--- src/logic/dsgc_pkg.sv ---
// shared constants and types of the port clock gating block
package dsgc_pkg;

	// ****************************************************************
	// widths
	// ****************************************************************
	localparam int unsigned data_w  = 32;
	localparam int unsigned addr_w  = 12;
	localparam int unsigned ports_w = 8;
	localparam int unsigned field_w = 8;

	// ****************************************************************
	// register offsets (byte addresses, low bits of paddr)
	// ****************************************************************
	localparam logic [addr_w-1:0] off_run_clock_configuration = 12'h060;
	localparam logic [addr_w-1:0] off_run_port_clock_gate     = 12'h108;
	localparam logic [addr_w-1:0] off_sleep_port_clock_gate   = 12'h118;
	localparam logic [addr_w-1:0] off_deep_sleep_port_clock_gate = 12'h128;
	localparam logic [addr_w-1:0] off_event_status            = 12'h200;
	localparam logic [addr_w-1:0] off_event_mask              = 12'h204;

	// ****************************************************************
	// fields and reset values
	// ****************************************************************
	localparam int unsigned         auto_clock_gating_select_bit = 0;
	localparam logic [field_w-1:0]  gate_reset     = 8'h00;
	localparam logic [field_w-1:0]  mask_reset     = 8'h00;
	localparam logic                acg_reset      = 1'b0;
	localparam logic [23:0]         reserved_zero  = 24'h00_0000;
	localparam logic [30:0]         cfg_zero       = 31'h0000_0000;
	localparam logic [data_w-1:0]   data_zero      = 32'h0000_0000;

	// ****************************************************************
	// types
	// ****************************************************************
	typedef enum logic [1:0] {
		power_run,
		power_sleep,
		power_deep
	} dsgc_power_t;

	typedef enum logic [2:0] {
		reg_none,
		reg_run_cfg,
		reg_run_gate,
		reg_sleep_gate,
		reg_deep_gate,
		reg_status,
		reg_mask
	} dsgc_reg_t;

	function automatic dsgc_reg_t dsgc_decode(input logic [addr_w-1:0] addr);
		dsgc_reg_t r;
		r = reg_none;
		case (addr)
			off_run_clock_configuration:    r = reg_run_cfg;
			off_run_port_clock_gate:        r = reg_run_gate;
			off_sleep_port_clock_gate:      r = reg_sleep_gate;
			off_deep_sleep_port_clock_gate: r = reg_deep_gate;
			off_event_status:               r = reg_status;
			off_event_mask:                 r = reg_mask;
			default:                        r = reg_none;
		endcase
		return r;
	endfunction : dsgc_decode

endpackage : dsgc_pkg

--- src/logic/dsgc_gate_select.sv ---
// picks the port gating word that applies in the present power state
`timescale 1ns/1ns
`default_nettype none
module dsgc_gate_select (
	// power state and mode
	input  wire dsgc_pkg::dsgc_power_t power_state,
	input  wire logic                  auto_clock_gating_select,
	// the three gating words
	input  wire logic [7:0]            run_port_clock_gate,
	input  wire logic [7:0]            sleep_port_clock_gate,
	input  wire logic [7:0]            deep_sleep_port_clock_gate,
	// chosen word
	output logic [7:0]                 active_gate
);

	always_comb begin
		active_gate = run_port_clock_gate;
		// without automatic gating the run word rules in every state
		if (auto_clock_gating_select) begin
			case (power_state)
				dsgc_pkg::power_run:   active_gate = run_port_clock_gate;
				dsgc_pkg::power_sleep: active_gate = sleep_port_clock_gate;
				dsgc_pkg::power_deep:  active_gate = deep_sleep_port_clock_gate;
				default:               active_gate = run_port_clock_gate;
			endcase
		end
	end

endmodule : dsgc_gate_select
`default_nettype wire

--- src/logic/dsgc_event_status.sv ---
// sticky event status with mask and one level interrupt
`timescale 1ns/1ns
`default_nettype none
module dsgc_event_status (
	// clock and reset
	input  wire logic       pclk,
	input  wire logic       presetn,
	// events and software control
	input  wire logic [7:0] event_set,
	input  wire logic [7:0] event_clear,
	input  wire logic [7:0] event_mask,
	// state
	output logic [7:0]      event_status,
	output logic            irq
);

	typedef struct packed {
		logic [7:0] status;
		logic       irq;
	} dsgc_status_state_t;

	dsgc_status_state_t q;
	dsgc_status_state_t next_q;

	always_comb begin
		next_q = q;
		// set beats a clear landing in the same cycle
		next_q.status = (q.status & ~event_clear) | event_set;
		next_q.irq    = |(next_q.status & event_mask);
	end

	always_ff @(posedge pclk or negedge presetn) begin
		if (!presetn) begin
			q <= '0;
		end else begin
			q <= next_q;
		end
	end

	assign event_status = q.status;
	assign irq          = q.irq;

endmodule : dsgc_event_status
`default_nettype wire

--- src/logic/dsgc_top.sv ---
// deep-sleep port clock gating register block with apb slave
`timescale 1ns/1ns
`default_nettype none
module dsgc_top (
	// clock and reset
	input  wire logic                       pclk,
	input  wire logic                       presetn,
	// apb slave
	input  wire logic                       psel,
	input  wire logic                       penable,
	input  wire logic                       pwrite,
	input  wire logic [dsgc_pkg::addr_w-1:0] paddr,
	input  wire logic [dsgc_pkg::data_w-1:0] pwdata,
	input  wire logic [3:0]                 pstrb,
	output logic                            pready,
	output logic [dsgc_pkg::data_w-1:0]     prdata,
	output logic                            pslverr,
	// power state from the power controller
	input  wire dsgc_pkg::dsgc_power_t      power_state,
	// port side
	input  wire logic [7:0]                 port_access,
	output logic [7:0]                      port_clock_enable,
	output logic [7:0]                      port_bus_fault,
	// interrupt
	output logic                            irq
);

	// ****************************************************************
	// state
	// ****************************************************************
	typedef struct packed {
		logic [7:0]                  run_port_clock_gate;
		logic [7:0]                  sleep_port_clock_gate;
		logic [7:0]                  deep_sleep_port_clock_gate;
		logic                        auto_clock_gating_select;
		logic [7:0]                  event_mask;
		logic                        pready;
		logic [dsgc_pkg::data_w-1:0] prdata;
		logic                        pslverr;
		logic [7:0]                  port_clock_enable;
		logic [7:0]                  port_bus_fault;
	} dsgc_top_state_t;

	dsgc_top_state_t q;
	dsgc_top_state_t next_q;

	logic [7:0]          active_gate;
	logic [7:0]          event_status;
	logic [7:0]          event_clear;
	logic                status_irq;
	dsgc_pkg::dsgc_reg_t setup_reg;
	dsgc_pkg::dsgc_reg_t access_reg;
	logic                setup_phase;
	logic                write_commit;

	// ****************************************************************
	// submodules
	// ****************************************************************
	dsgc_gate_select u_select (
		.power_state                (power_state),
		.auto_clock_gating_select   (q.auto_clock_gating_select),
		.run_port_clock_gate        (q.run_port_clock_gate),
		.sleep_port_clock_gate      (q.sleep_port_clock_gate),
		.deep_sleep_port_clock_gate (q.deep_sleep_port_clock_gate),
		.active_gate                (active_gate)
	);

	dsgc_event_status u_status (
		.pclk         (pclk),
		.presetn      (presetn),
		.event_set    (q.port_bus_fault),
		.event_clear  (event_clear),
		.event_mask   (q.event_mask),
		.event_status (event_status),
		.irq          (status_irq)
	);

	// ****************************************************************
	// bus decode
	// ****************************************************************
	assign setup_phase  = psel & ~penable;
	assign setup_reg    = dsgc_pkg::dsgc_decode(paddr);
	assign access_reg   = dsgc_pkg::dsgc_decode(paddr);
	// only byte lane 0 carries field bits; a faulted access writes nothing
	assign write_commit = psel & penable & q.pready & pwrite & ~q.pslverr & pstrb[0];
	assign event_clear  = (write_commit && access_reg == dsgc_pkg::reg_status) ?
	                      pwdata[dsgc_pkg::field_w-1:0] : dsgc_pkg::gate_reset;

	// ****************************************************************
	// next state
	// ****************************************************************
	always_comb begin
		next_q = q;

		// one wait-free access phase: ready is raised for the cycle after setup
		next_q.pready  = setup_phase;
		next_q.pslverr = setup_phase & (setup_reg == dsgc_pkg::reg_none);
		next_q.prdata  = dsgc_pkg::data_zero;
		if (setup_phase && !pwrite) begin
			case (setup_reg)
				dsgc_pkg::reg_run_cfg:
					next_q.prdata = {dsgc_pkg::cfg_zero, q.auto_clock_gating_select};
				dsgc_pkg::reg_run_gate:
					next_q.prdata = {dsgc_pkg::reserved_zero, q.run_port_clock_gate};
				dsgc_pkg::reg_sleep_gate:
					next_q.prdata = {dsgc_pkg::reserved_zero, q.sleep_port_clock_gate};
				dsgc_pkg::reg_deep_gate:
					next_q.prdata = {dsgc_pkg::reserved_zero,
					                 q.deep_sleep_port_clock_gate};
				dsgc_pkg::reg_status:
					next_q.prdata = {dsgc_pkg::reserved_zero, event_status};
				dsgc_pkg::reg_mask:
					next_q.prdata = {dsgc_pkg::reserved_zero, q.event_mask};
				default:
					next_q.prdata = dsgc_pkg::data_zero;
			endcase
		end

		// reserved bits are dropped on write, so they stay zero
		if (write_commit) begin
			case (access_reg)
				dsgc_pkg::reg_run_cfg:
					next_q.auto_clock_gating_select =
						pwdata[dsgc_pkg::auto_clock_gating_select_bit];
				dsgc_pkg::reg_run_gate:
					next_q.run_port_clock_gate = pwdata[dsgc_pkg::field_w-1:0];
				dsgc_pkg::reg_sleep_gate:
					next_q.sleep_port_clock_gate = pwdata[dsgc_pkg::field_w-1:0];
				dsgc_pkg::reg_deep_gate:
					next_q.deep_sleep_port_clock_gate =
						pwdata[dsgc_pkg::field_w-1:0];
				dsgc_pkg::reg_mask:
					next_q.event_mask = pwdata[dsgc_pkg::field_w-1:0];
				default: ;
			endcase
		end

		// registered enable: ports run on pclk with this as clock enable,
		// so no shortened pulse can reach them when the bit flips
		next_q.port_clock_enable = active_gate;

		// a port held disabled refuses its access and faults the master
		next_q.port_bus_fault = port_access & ~q.port_clock_enable;
	end

	// ****************************************************************
	// registers
	// ****************************************************************
	always_ff @(posedge pclk or negedge presetn) begin
		if (!presetn) begin
			q.run_port_clock_gate        <= dsgc_pkg::gate_reset;
			q.sleep_port_clock_gate      <= dsgc_pkg::gate_reset;
			q.deep_sleep_port_clock_gate <= dsgc_pkg::gate_reset;
			q.auto_clock_gating_select   <= dsgc_pkg::acg_reset;
			q.event_mask                 <= dsgc_pkg::mask_reset;
			q.pready                     <= 1'b0;
			q.prdata                     <= dsgc_pkg::data_zero;
			q.pslverr                    <= 1'b0;
			q.port_clock_enable          <= dsgc_pkg::gate_reset;
			q.port_bus_fault             <= dsgc_pkg::gate_reset;
		end else begin
			q <= next_q;
		end
	end

	// ****************************************************************
	// outputs
	// ****************************************************************
	assign pready            = q.pready;
	assign prdata            = q.prdata;
	assign pslverr           = q.pslverr;
	assign port_clock_enable = q.port_clock_enable;
	assign port_bus_fault    = q.port_bus_fault;
	assign irq               = status_irq;

endmodule : dsgc_top
`default_nettype wire

--- config.mk ---
export PLATFORM = sky130hd
export DESIGN_NAME = dsgc_top
export DESIGN_NICKNAME = d
export VERILOG_FILES = /design/src/logic/dsgc_pkg.sv /design/src/logic/dsgc_gate_select.sv /design/src/logic/dsgc_event_status.sv /design/src/logic/dsgc_top.sv
export SDC_FILE = /design/constraint.sdc
export NUM_CORES = 1
export LEC_CHECK = 0
export BUFFER_PORTS_ARGS = -buffer_cell sky130_fd_sc_hd__buf_4
export CORE_ASPECT_RATIO = 1.4
export CORE_MARGIN = 3
export CORE_UTILIZATION = 30
export CTS_BUF_LIST = sky130_fd_sc_hd__clkbuf_4 sky130_fd_sc_hd__clkbuf_8 sky130_fd_sc_hd__clkbuf_16
export CTS_CLUSTER_DIAMETER = 60
export CTS_CLUSTER_SIZE = 40
export DETAILED_ROUTE_END_ITERATION = 16
export PLACE_DENSITY = 0.62
export REMOVE_ABC_BUFFERS = 1
export SLEW_MARGIN = 40
export SYNTH_ARGS = -nofsm -noshare
export SYNTH_HDL_FRONTEND = slang
export SYNTH_SLANG_ARGS = --single-unit
export TNS_END_PERCENT = 100
--- constraint.sdc ---
create_clock -name pclk -period 3.5 [get_ports pclk]
set_clock_uncertainty 0.05 [all_clocks]
set_input_delay 0.7 -clock pclk [delete_from_list [all_inputs] [get_ports pclk]]
set_output_delay 0.7 -clock pclk [all_outputs]
set_load 0.01 [all_outputs]
======== After elaboration in Yosys (flattened, before gate mapping) ========
Index checks and enable logic that the tools add are counted.
operators by class
  multiplexer cells ....................... 6
  reductions and logical operators ........ 10
  bitwise logic cells ..................... 15
  eq/ne operators ......................... 14
operator list
  cell                  count
  $pmux 8 s6            1
  $eq 12x9->1 const B   3
  $and 8x8->8           3
  $eq 12x10->1 const B  2
  $mux 8                3
  $pmux 3 s6            1
  $not 8->8             2
  $pmux 8 s2            1
  $eq 12x7->1 const B   1
  $reduce_and 2->1      5
  $eq 3x3->1 const B    3
  $or 8x8->8            1
  $reduce_or 8->1       1
  $and 1x1->1           7
  $eq 3x2->1 const B    2
  $eq 3x1->1 const B    1
  $logic_not 3->1       1
  $eq 2x1->1 const B    1
  $eq 2x2->1 const B    1
  $logic_and 1x1->1     2
  $not 1->1             2
  $logic_not 1->1       1
storage, ports and cells
  bits in registers ....................... 92
  bits of input ports ..................... 63
  word-level logic and storage cells ...... 57

======== Longest topological paths before layout ========
Gate-level depths: netlist of run 1.
  depth in word-level cells ............... 12
  gate-level depth with buffers ........... 6

======== Modules after synthesis ========
From an unflattened synthesis of run 1, not the netlist that was laid out.
second synthesis, totals
  cells, all modules ...................... 297
  area, all modules ....................... 3582.2 µm²
by module, submodules not included
  module             instances  area an instance (µm²)  cells each
  dsgc_top           1          2961.6                  243
  dsgc_event_status  1          357.8                   30
  dsgc_gate_select   1          262.8                   24

======== Least setup slack after synthesis of run 1 ========
No wires, ideal clock.
  path kind ............................... input-to-reg
  from .................................... in paddr[2] (netlist bit)
  to ...................................... reg, netlist name q[59]
  path buffers ............................ 1
  arrival time ............................ 2.526 ns
  required time ........................... 3.325 ns
  setup time .............................. 0.125 ns
  path slack .............................. 0.799 ns
  cell stages on the path ................. 6
  path through ............................ buf_6 or4_4 or3_4 nor3b_4 nand2_4 mux2_2
between the ends
  cells in the longest elaborated chain, start to end .. 4
  elaborated cells between the ends (all ways) .. 9
  those cells by class .................... 7 x eq/ne; 1 x mux; 1 x reduce/logical
RTL lines
  what                                        RTL line         RTL
  from (decl)                                 dsgc_top.sv:12   input wire logic [dsgc_pkg::addr_w-1:0] paddr,
  $eq 12x10->1, or another cell as far along  dsgc_pkg.sv:55   case (addr)
  $pmux 3 s6 *                                dsgc_pkg.sv:55
  $eq 3x3->1 *                                dsgc_top.sv:121  case (access_reg)
  $reduce_and 2->1 (no source line) *         --
Every way passes the cells marked *; elsewhere a longest branch is shown, timed or not.
A chain may end at the register's enable or synchronous reset.

==> results of run 1 <==
area by class of cell:
cell class / count / area, µm²
Tap cell: 144 / 180.2
Timing Repair Buffer: 72 / 553.0
Clock inverter: 5 / 60.06
Clock buffer: 11 / 246.5
Fill cell: 1122 / 7138
Inverter: 4 / 15.01
Sequential cell: 68 / 1702
Multi-Input combinational cell: 199 / 1501
cell families (layout without fill, tap and decap cells):
logic type | count (synthesis) | count (layout) | share of synthesized area [%]
other | 1 | 24 | 0.1064
adders and majority gates | 2 | 2 | 0.7101
muxes | 49 | 49 | 15.66
and+or+nand+nor | 75 | 75 | 13.92
DFF | 68 | 68 | 48.30
buffers and inverters | 59 | 92 | 11.65
AOI/OAI and AO/OA | 49 | 49 | 9.659
layer usage:
layer  track usage, %  routed length (µm)
met2            24.79                4674
met4            6.082                 179
met3            3.694                 522
met1            15.04                3360
met5                0                   0
sequential cells by signal (all words and copies together), names as in the netlist:
name                   flops
u_status.event_status      8
port_clock_enable          8
pslverr                    1
q                         33
prdata                     8
pready                     1
u_status.irq               1
port_bus_fault             8
power groups by stage:
stage | registers (mW) | clock network (mW) | logic [mW]
global placement | 0.813 | 0 | 0.120
finish | 0.798 | 0.930 | 0.124
detailed placement | 0.813 | 0 | 0.125
floorplan | 0.814 | 0 | 0.0398
global route | 0.799 | 0.984 | 0.137
CTS | 0.799 | 0.950 | 0.126
synth_stat cells, types with 2 or more instances:
cell type	instances	area share, %
nand3_1	3	0.43
nor3b_4	2	1.1
nand3b_1	2	0.43
a31oi_1	3	0.53
a21oi_1	4	0.57
a222oi_1	7	2.0
and3_1	2	0.36
buf_4	48	10
or2_2	6	1.1
o21ai_0	13	1.8
inv_1	4	0.43
nor2_2	2	0.36
ha_1	2	0.71
clkbuf_1	4	0.43
nor2b_1	8	1.4
nor2_1	11	1.2
nand2b_1	5	0.89
mux2_2	49	16
nand2_1	17	1.8
a22oi_1	10	2.1
a21o_1	7	1.5
nor4_4	2	1.2
nor3b_1	5	1.1
dfrtp_1	68	48
path summary, 6_finish.rpt:
kind                                 startpoint                end  depth (start not counted)
setup reg to reg                        pslverr       u_status.irq                          5
max in group asynchronous               presetn          prdata[2]                          2
hold / removal                          presetn  port_bus_fault[3]                          1
hold reg to reg            port_clock_enable[7]  port_bus_fault[7]                          1
min in group pclk          port_clock_enable[7]  port_bus_fault[7]                          1
setup / recovery                       paddr[4]       u_status.irq                          6
worst max-delay path: stages:
cell and delay [ps]:
buf_4 140, or4b_4 570, nor4_4 380, nor3b_4 320, a31oi_1 130, or4b_1 550
per-stage QoR:
stage / cell area (µm²) / cells
2_1_floorplan: 3214 / 271
3_3_place_gp: 3928 / 486
3_5_place_dp: 3948 / 487
4_1_cts: 4254 / 503
5_1_grt: 4258 / 503
6_report: 4258 / 503
==> results.yml, run 1 <==
yosys:
  synth_cells: 303
  yosysWarnings: 0
  ys_ff_latch: 68
  synth_cell_types: 43
  synth_area_mm2: 0.003523
  synth_edf_count: 0
  async_flop_share_pct: 100.0
  ys_seq_area_share_pct: 48.30
  ys.flop_type: "dfrtp_1"
  synth_area_per_cell_um2: 11.63
global_route:
  track_usage_pct: 13.75
  grt_remaining_overflow: 0
  grt_max_degree: 44
  grt_pass1_wl_um: 13830
  grt_pass1_vias: 2668
  antenna_found_initial: 0
pwr:
  swShare_pct: 22.96
  p_seq_share_pct: 43.1
  powerDensity_mw_per_mm2: 435.0
  power_mw: 1.852
  clockPowerShare_pct: 50.2
  max-vdd-ir-drop_mv: 0.2298
  p_int_mw: 1.427
  leakage_nw: 2.000
  comb_power_share_pct: 6.7
  p_sw_uw: 425.2
routing:
  vias_per_cell: 4.809
  first_pass_iters: 4
  num_vias: 2419
  drt_iter0_markers: 155
  drc: 0
  ant_nets: 0
  wl_um: 8737
  drt-wirelength-per-cell_um: 17.37
finish:
  final_core_util_pct: 37.36
  layout_common_cells: "buf_4 (71), dfrtp_1 (68), mux2_2 (49)"
  drive_gt1_share_pct: 43.18
  diodes: 0
  mostFrequentLayoutCell: "buf_4"
  area_growth_pct: 20.85
  nets: 419
clocking:
  clock_latency_ps: 340
  clockBufferDepth: 2
  htreeDepth: 3
  cts_root_buf: "clkbuf_16"
  clkTransAtPathRegs_ps: 60
  cts_setup_buffers: 0
  cts_sinks: 68
  cts_buffers: 9
  hold_buffers: 0
  ctsResizeCount: 0
  tritoncts: "built"
floorplanning:
  die_y_um: 134.2
  io_pins: 114
  start_util_pct: 30.92
  die_x_um: 97.59
  rows: 46
  die_area_mm2: 0.01310
  coreArea_mm2: 0.01140
sta:
  whs_ps: 221.2
  tns_ps: 0
  finalSetupViolCount: 0
  fin_ws_ps: 854.8
  clock.fmax_ghz: 0.3780
  drv_slew: 0
  rsz0062_at_grt: "false"
  finalCritPeriodShare_pct: 75.58
  worst_pin_slew_ps: 649.5
  hold_viol: 0
  fin_crit_ps: 2645
  slew_headroom_pct: 56.70
critical_path:
  cp-start-kind: "input pin"
  crit_arrival_ps: 2790
  cp_max_fo: 4
  crit_path_end_kind: "flip-flop"
  worstSetupPathType: "input pin to flip-flop"
  required_ps: 3640
  rrSetupSlack_ps: 1380
placement:
  numPortBuffers: 62
  hpwlAfterDp_um: 6279
  post-place-ws_ps: 533.6
  gp_congestion: 0.8075
run_status:
  outcome: "finished clean"
job:
  maxCapViolCount: 0
min_path:
  hp-class: "input pin to asynchronous set/reset pin"
Note: power is estimated with default switching activity, not from simulation.
==> inputs of run 2 (changes only) <==
==> constraint.sdc (replaced) <==
create_clock -name pclk -period 2.55 [get_ports pclk]
set_clock_uncertainty 0.05 [all_clocks]
set_input_delay 0.51 -clock pclk [delete_from_list [all_inputs] [get_ports pclk]]
set_output_delay 0.51 -clock pclk [all_outputs]
set_load 0.01 [all_outputs]
==> run 2 against run 1 <==
Sequential share of layout area down 0.94 points; cell area rose by 2.4%; flip-flop and latch count unchanged; die area unchanged; via count grew 1.7%; critical path depth increased by 1; total power grew 41%; worst hold slack lost 100 ps; global-route usage decreased by 0.063 points; first-iteration DRC count rose by 11%; largest cell class unchanged; cell count rose by 2.2%; setup slack worse by 640 ps.
==> results.yml, run 2 (same netlist as run 1, synthesis figures left out) <==
global_route:
  grt_max_degree: 69
  grt_remaining_overflow: 0
  antenna_found_initial: 0
  grt_pass1_vias: 2578
  grt_pass1_wl_um: 13710
  track_usage_pct: 13.69
sta:
  slew_headroom_pct: 50.48
  hold_viol: 0
  rsz0062_at_grt: "false"
  fin_crit_ps: 2337
  tns_ps: 0
  finalSetupViolCount: 0
  worst_pin_slew_ps: 737.9
  finalCritPeriodShare_pct: 91.63
  clock.fmax_ghz: 0.4280
  drv_slew: 0
critical_path:
  cp-start-kind: "input pin"
  slowest_stage: "or4b_4"
  path_cells: "buf_4 > or4b_4 > nor4_4 > buf_4 > a31oi_1 > o2bb2ai_1 > or4b_1"
  endpoint: "u_status.irq"
  reg2reg_depth: 6
  crit_arrival_ps: 2490
  crit_path_end_kind: "flip-flop"
  worstSetupPathType: "input pin to flip-flop"
  required_ps: 2710
  cpPeakStageDelay_ps: 580
  reg2reg_from: "pslverr"
  rrSetupSlack_ps: 580
  cp_max_fo: 3
  crit_top_cell: "buf_4"
  crit_path_start: "paddr[4]"
  timing.rr.end: "u_status.irq"
clocking:
  ctsResizeCount: 0
  hold_buffers: 0
  cts_sinks: 68
  cts_root_buf: "clkbuf_16"
  clockBufferDepth: 2
  cts_buffers: 9
  clkTransAtPathRegs_ps: 60
  cts_setup_buffers: 0
  clock_latency_ps: 330
  htreeDepth: 3
  tritoncts: "built"
finish:
  mostFrequentLayoutCell: "buf_4"
  drive_gt1_share_pct: 44.59
  regMostFlops: "q"
  diodes: 0
  largest_register_ffs: 33
  layout_common_cells: "buf_4 (81), dfrtp_1 (68), mux2_2 (49)"
  nets: 430
  area_growth_pct: 23.76
routing:
  wl_met2_um: 4541
  met1Wirelength_um: 3404
  drt-wirelength-per-cell_um: 17.04
  first_pass_iters: 4
  maxUsedRoutingLayer: "met4"
  ant_nets: 0
  wl_met3_um: 547
  vias_per_cell: 4.784
  drc: 0
  wl_um: 8761
  num_vias: 2459
  drt_iter0_markers: 172
floorplanning:
  die_y_um: 134.2
  io_pins: 114
  coreArea_mm2: 0.01140
  die_x_um: 97.59
  die_area_mm2: 0.01310
  rows: 46
  start_util_pct: 30.92
pwr:
  comb_power_share_pct: 6.6
  power_mw: 2.619
  p_sw_uw: 575.0
  clockPowerShare_pct: 51.6
  p_int_mw: 2.044
  leakage_nw: 2.067
  max-vdd-ir-drop_mv: 0.3363
  powerDensity_mw_per_mm2: 600.7
  p_seq_share_pct: 41.8
  swShare_pct: 21.95
placement:
  hpwlAfterDp_um: 6322
  gp_congestion: 0.7878
  numPortBuffers: 62
min_path:
  hp-class: "input pin to asynchronous set/reset pin"
job:
  maxCapViolCount: 0
run_status:
  outcome: "finished clean"
[run 2: cell types whose count changed in the layout (fill, tap and decap cells not counted)]
cell,previous run,this run
clkinvlp_4,1,0
o21ai_2,1,0
bufinv_16,1,2
buf_4,71,81
o21ai_1,0,1
clkbuf_4,1,0
clkinv_4,1,2
inv_6,1,0
buf_6,0,1
clkinv_2,1,2
[run 2: metal layers]
metal | vias up | GRT usage, %
met5 | - | 0
met4 | 0 | 6.620
met3 | 17 | 4.006
met2 | 93 | 23.95
met1 | 1214 | 15.15
li1 | 1135 | -
[run 2: cell type report]
cell class | instances | area (µm²)
clock buffers | 10 | 239.0
fillers | 1115 | 7036
multi-input cells | 199 | 1498
well taps | 144 | 180.2
clock inverters | 6 | 87.58
flip-flops and latches | 68 | 1702
inverters | 4 | 15.01
repair buffers | 83 | 639.4
[run 2: worst min-delay path by stage]
stage,start,endpoint,cells past startpoint
floorplan,presetn,port_bus_fault[0],0
global placement,port_clock_enable[1],port_bus_fault[1],1
detailed placement,port_clock_enable[0],port_bus_fault[0],1
CTS,presetn,port_bus_fault[4],1
global route,presetn,prdata[4],1
finish,presetn,prdata[4],1
[run 2: worst max-delay path: cells and delay by family]
kind,cells,cell delay (ps)
simple gates,3,1390
compound gates,2,280
buf+inv,2,310
[run 2: power groups by stage]
stage / Clock, mW / Combinational (mW) / Sequential (mW)
after floorplan: 0 / 0.0547 / 1.12
after global placement: 0 / 0.170 / 1.12
after detailed placement: 0 / 0.174 / 1.12
after CTS: 1.38 / 0.175 / 1.10
after global routing: 1.43 / 0.190 / 1.10
final: 1.35 / 0.172 / 1.10
[run 2: metrics by stage]
stage	instances	instance area [µm²]	worst slack, ps	utilization (%)	hold WS (ps)
after global placement	498	4030	-93.79	35.36	366.7
final	514	4360	213.5	38.26	121.5
after CTS	514	4360	217.3	38.26	149.8
after global routing	514	4360	142.3	38.26	175.3
after floorplan	271	3214	-127.7	-	164.4
after detailed placement	498	4034	-131.9	35.40	364.7
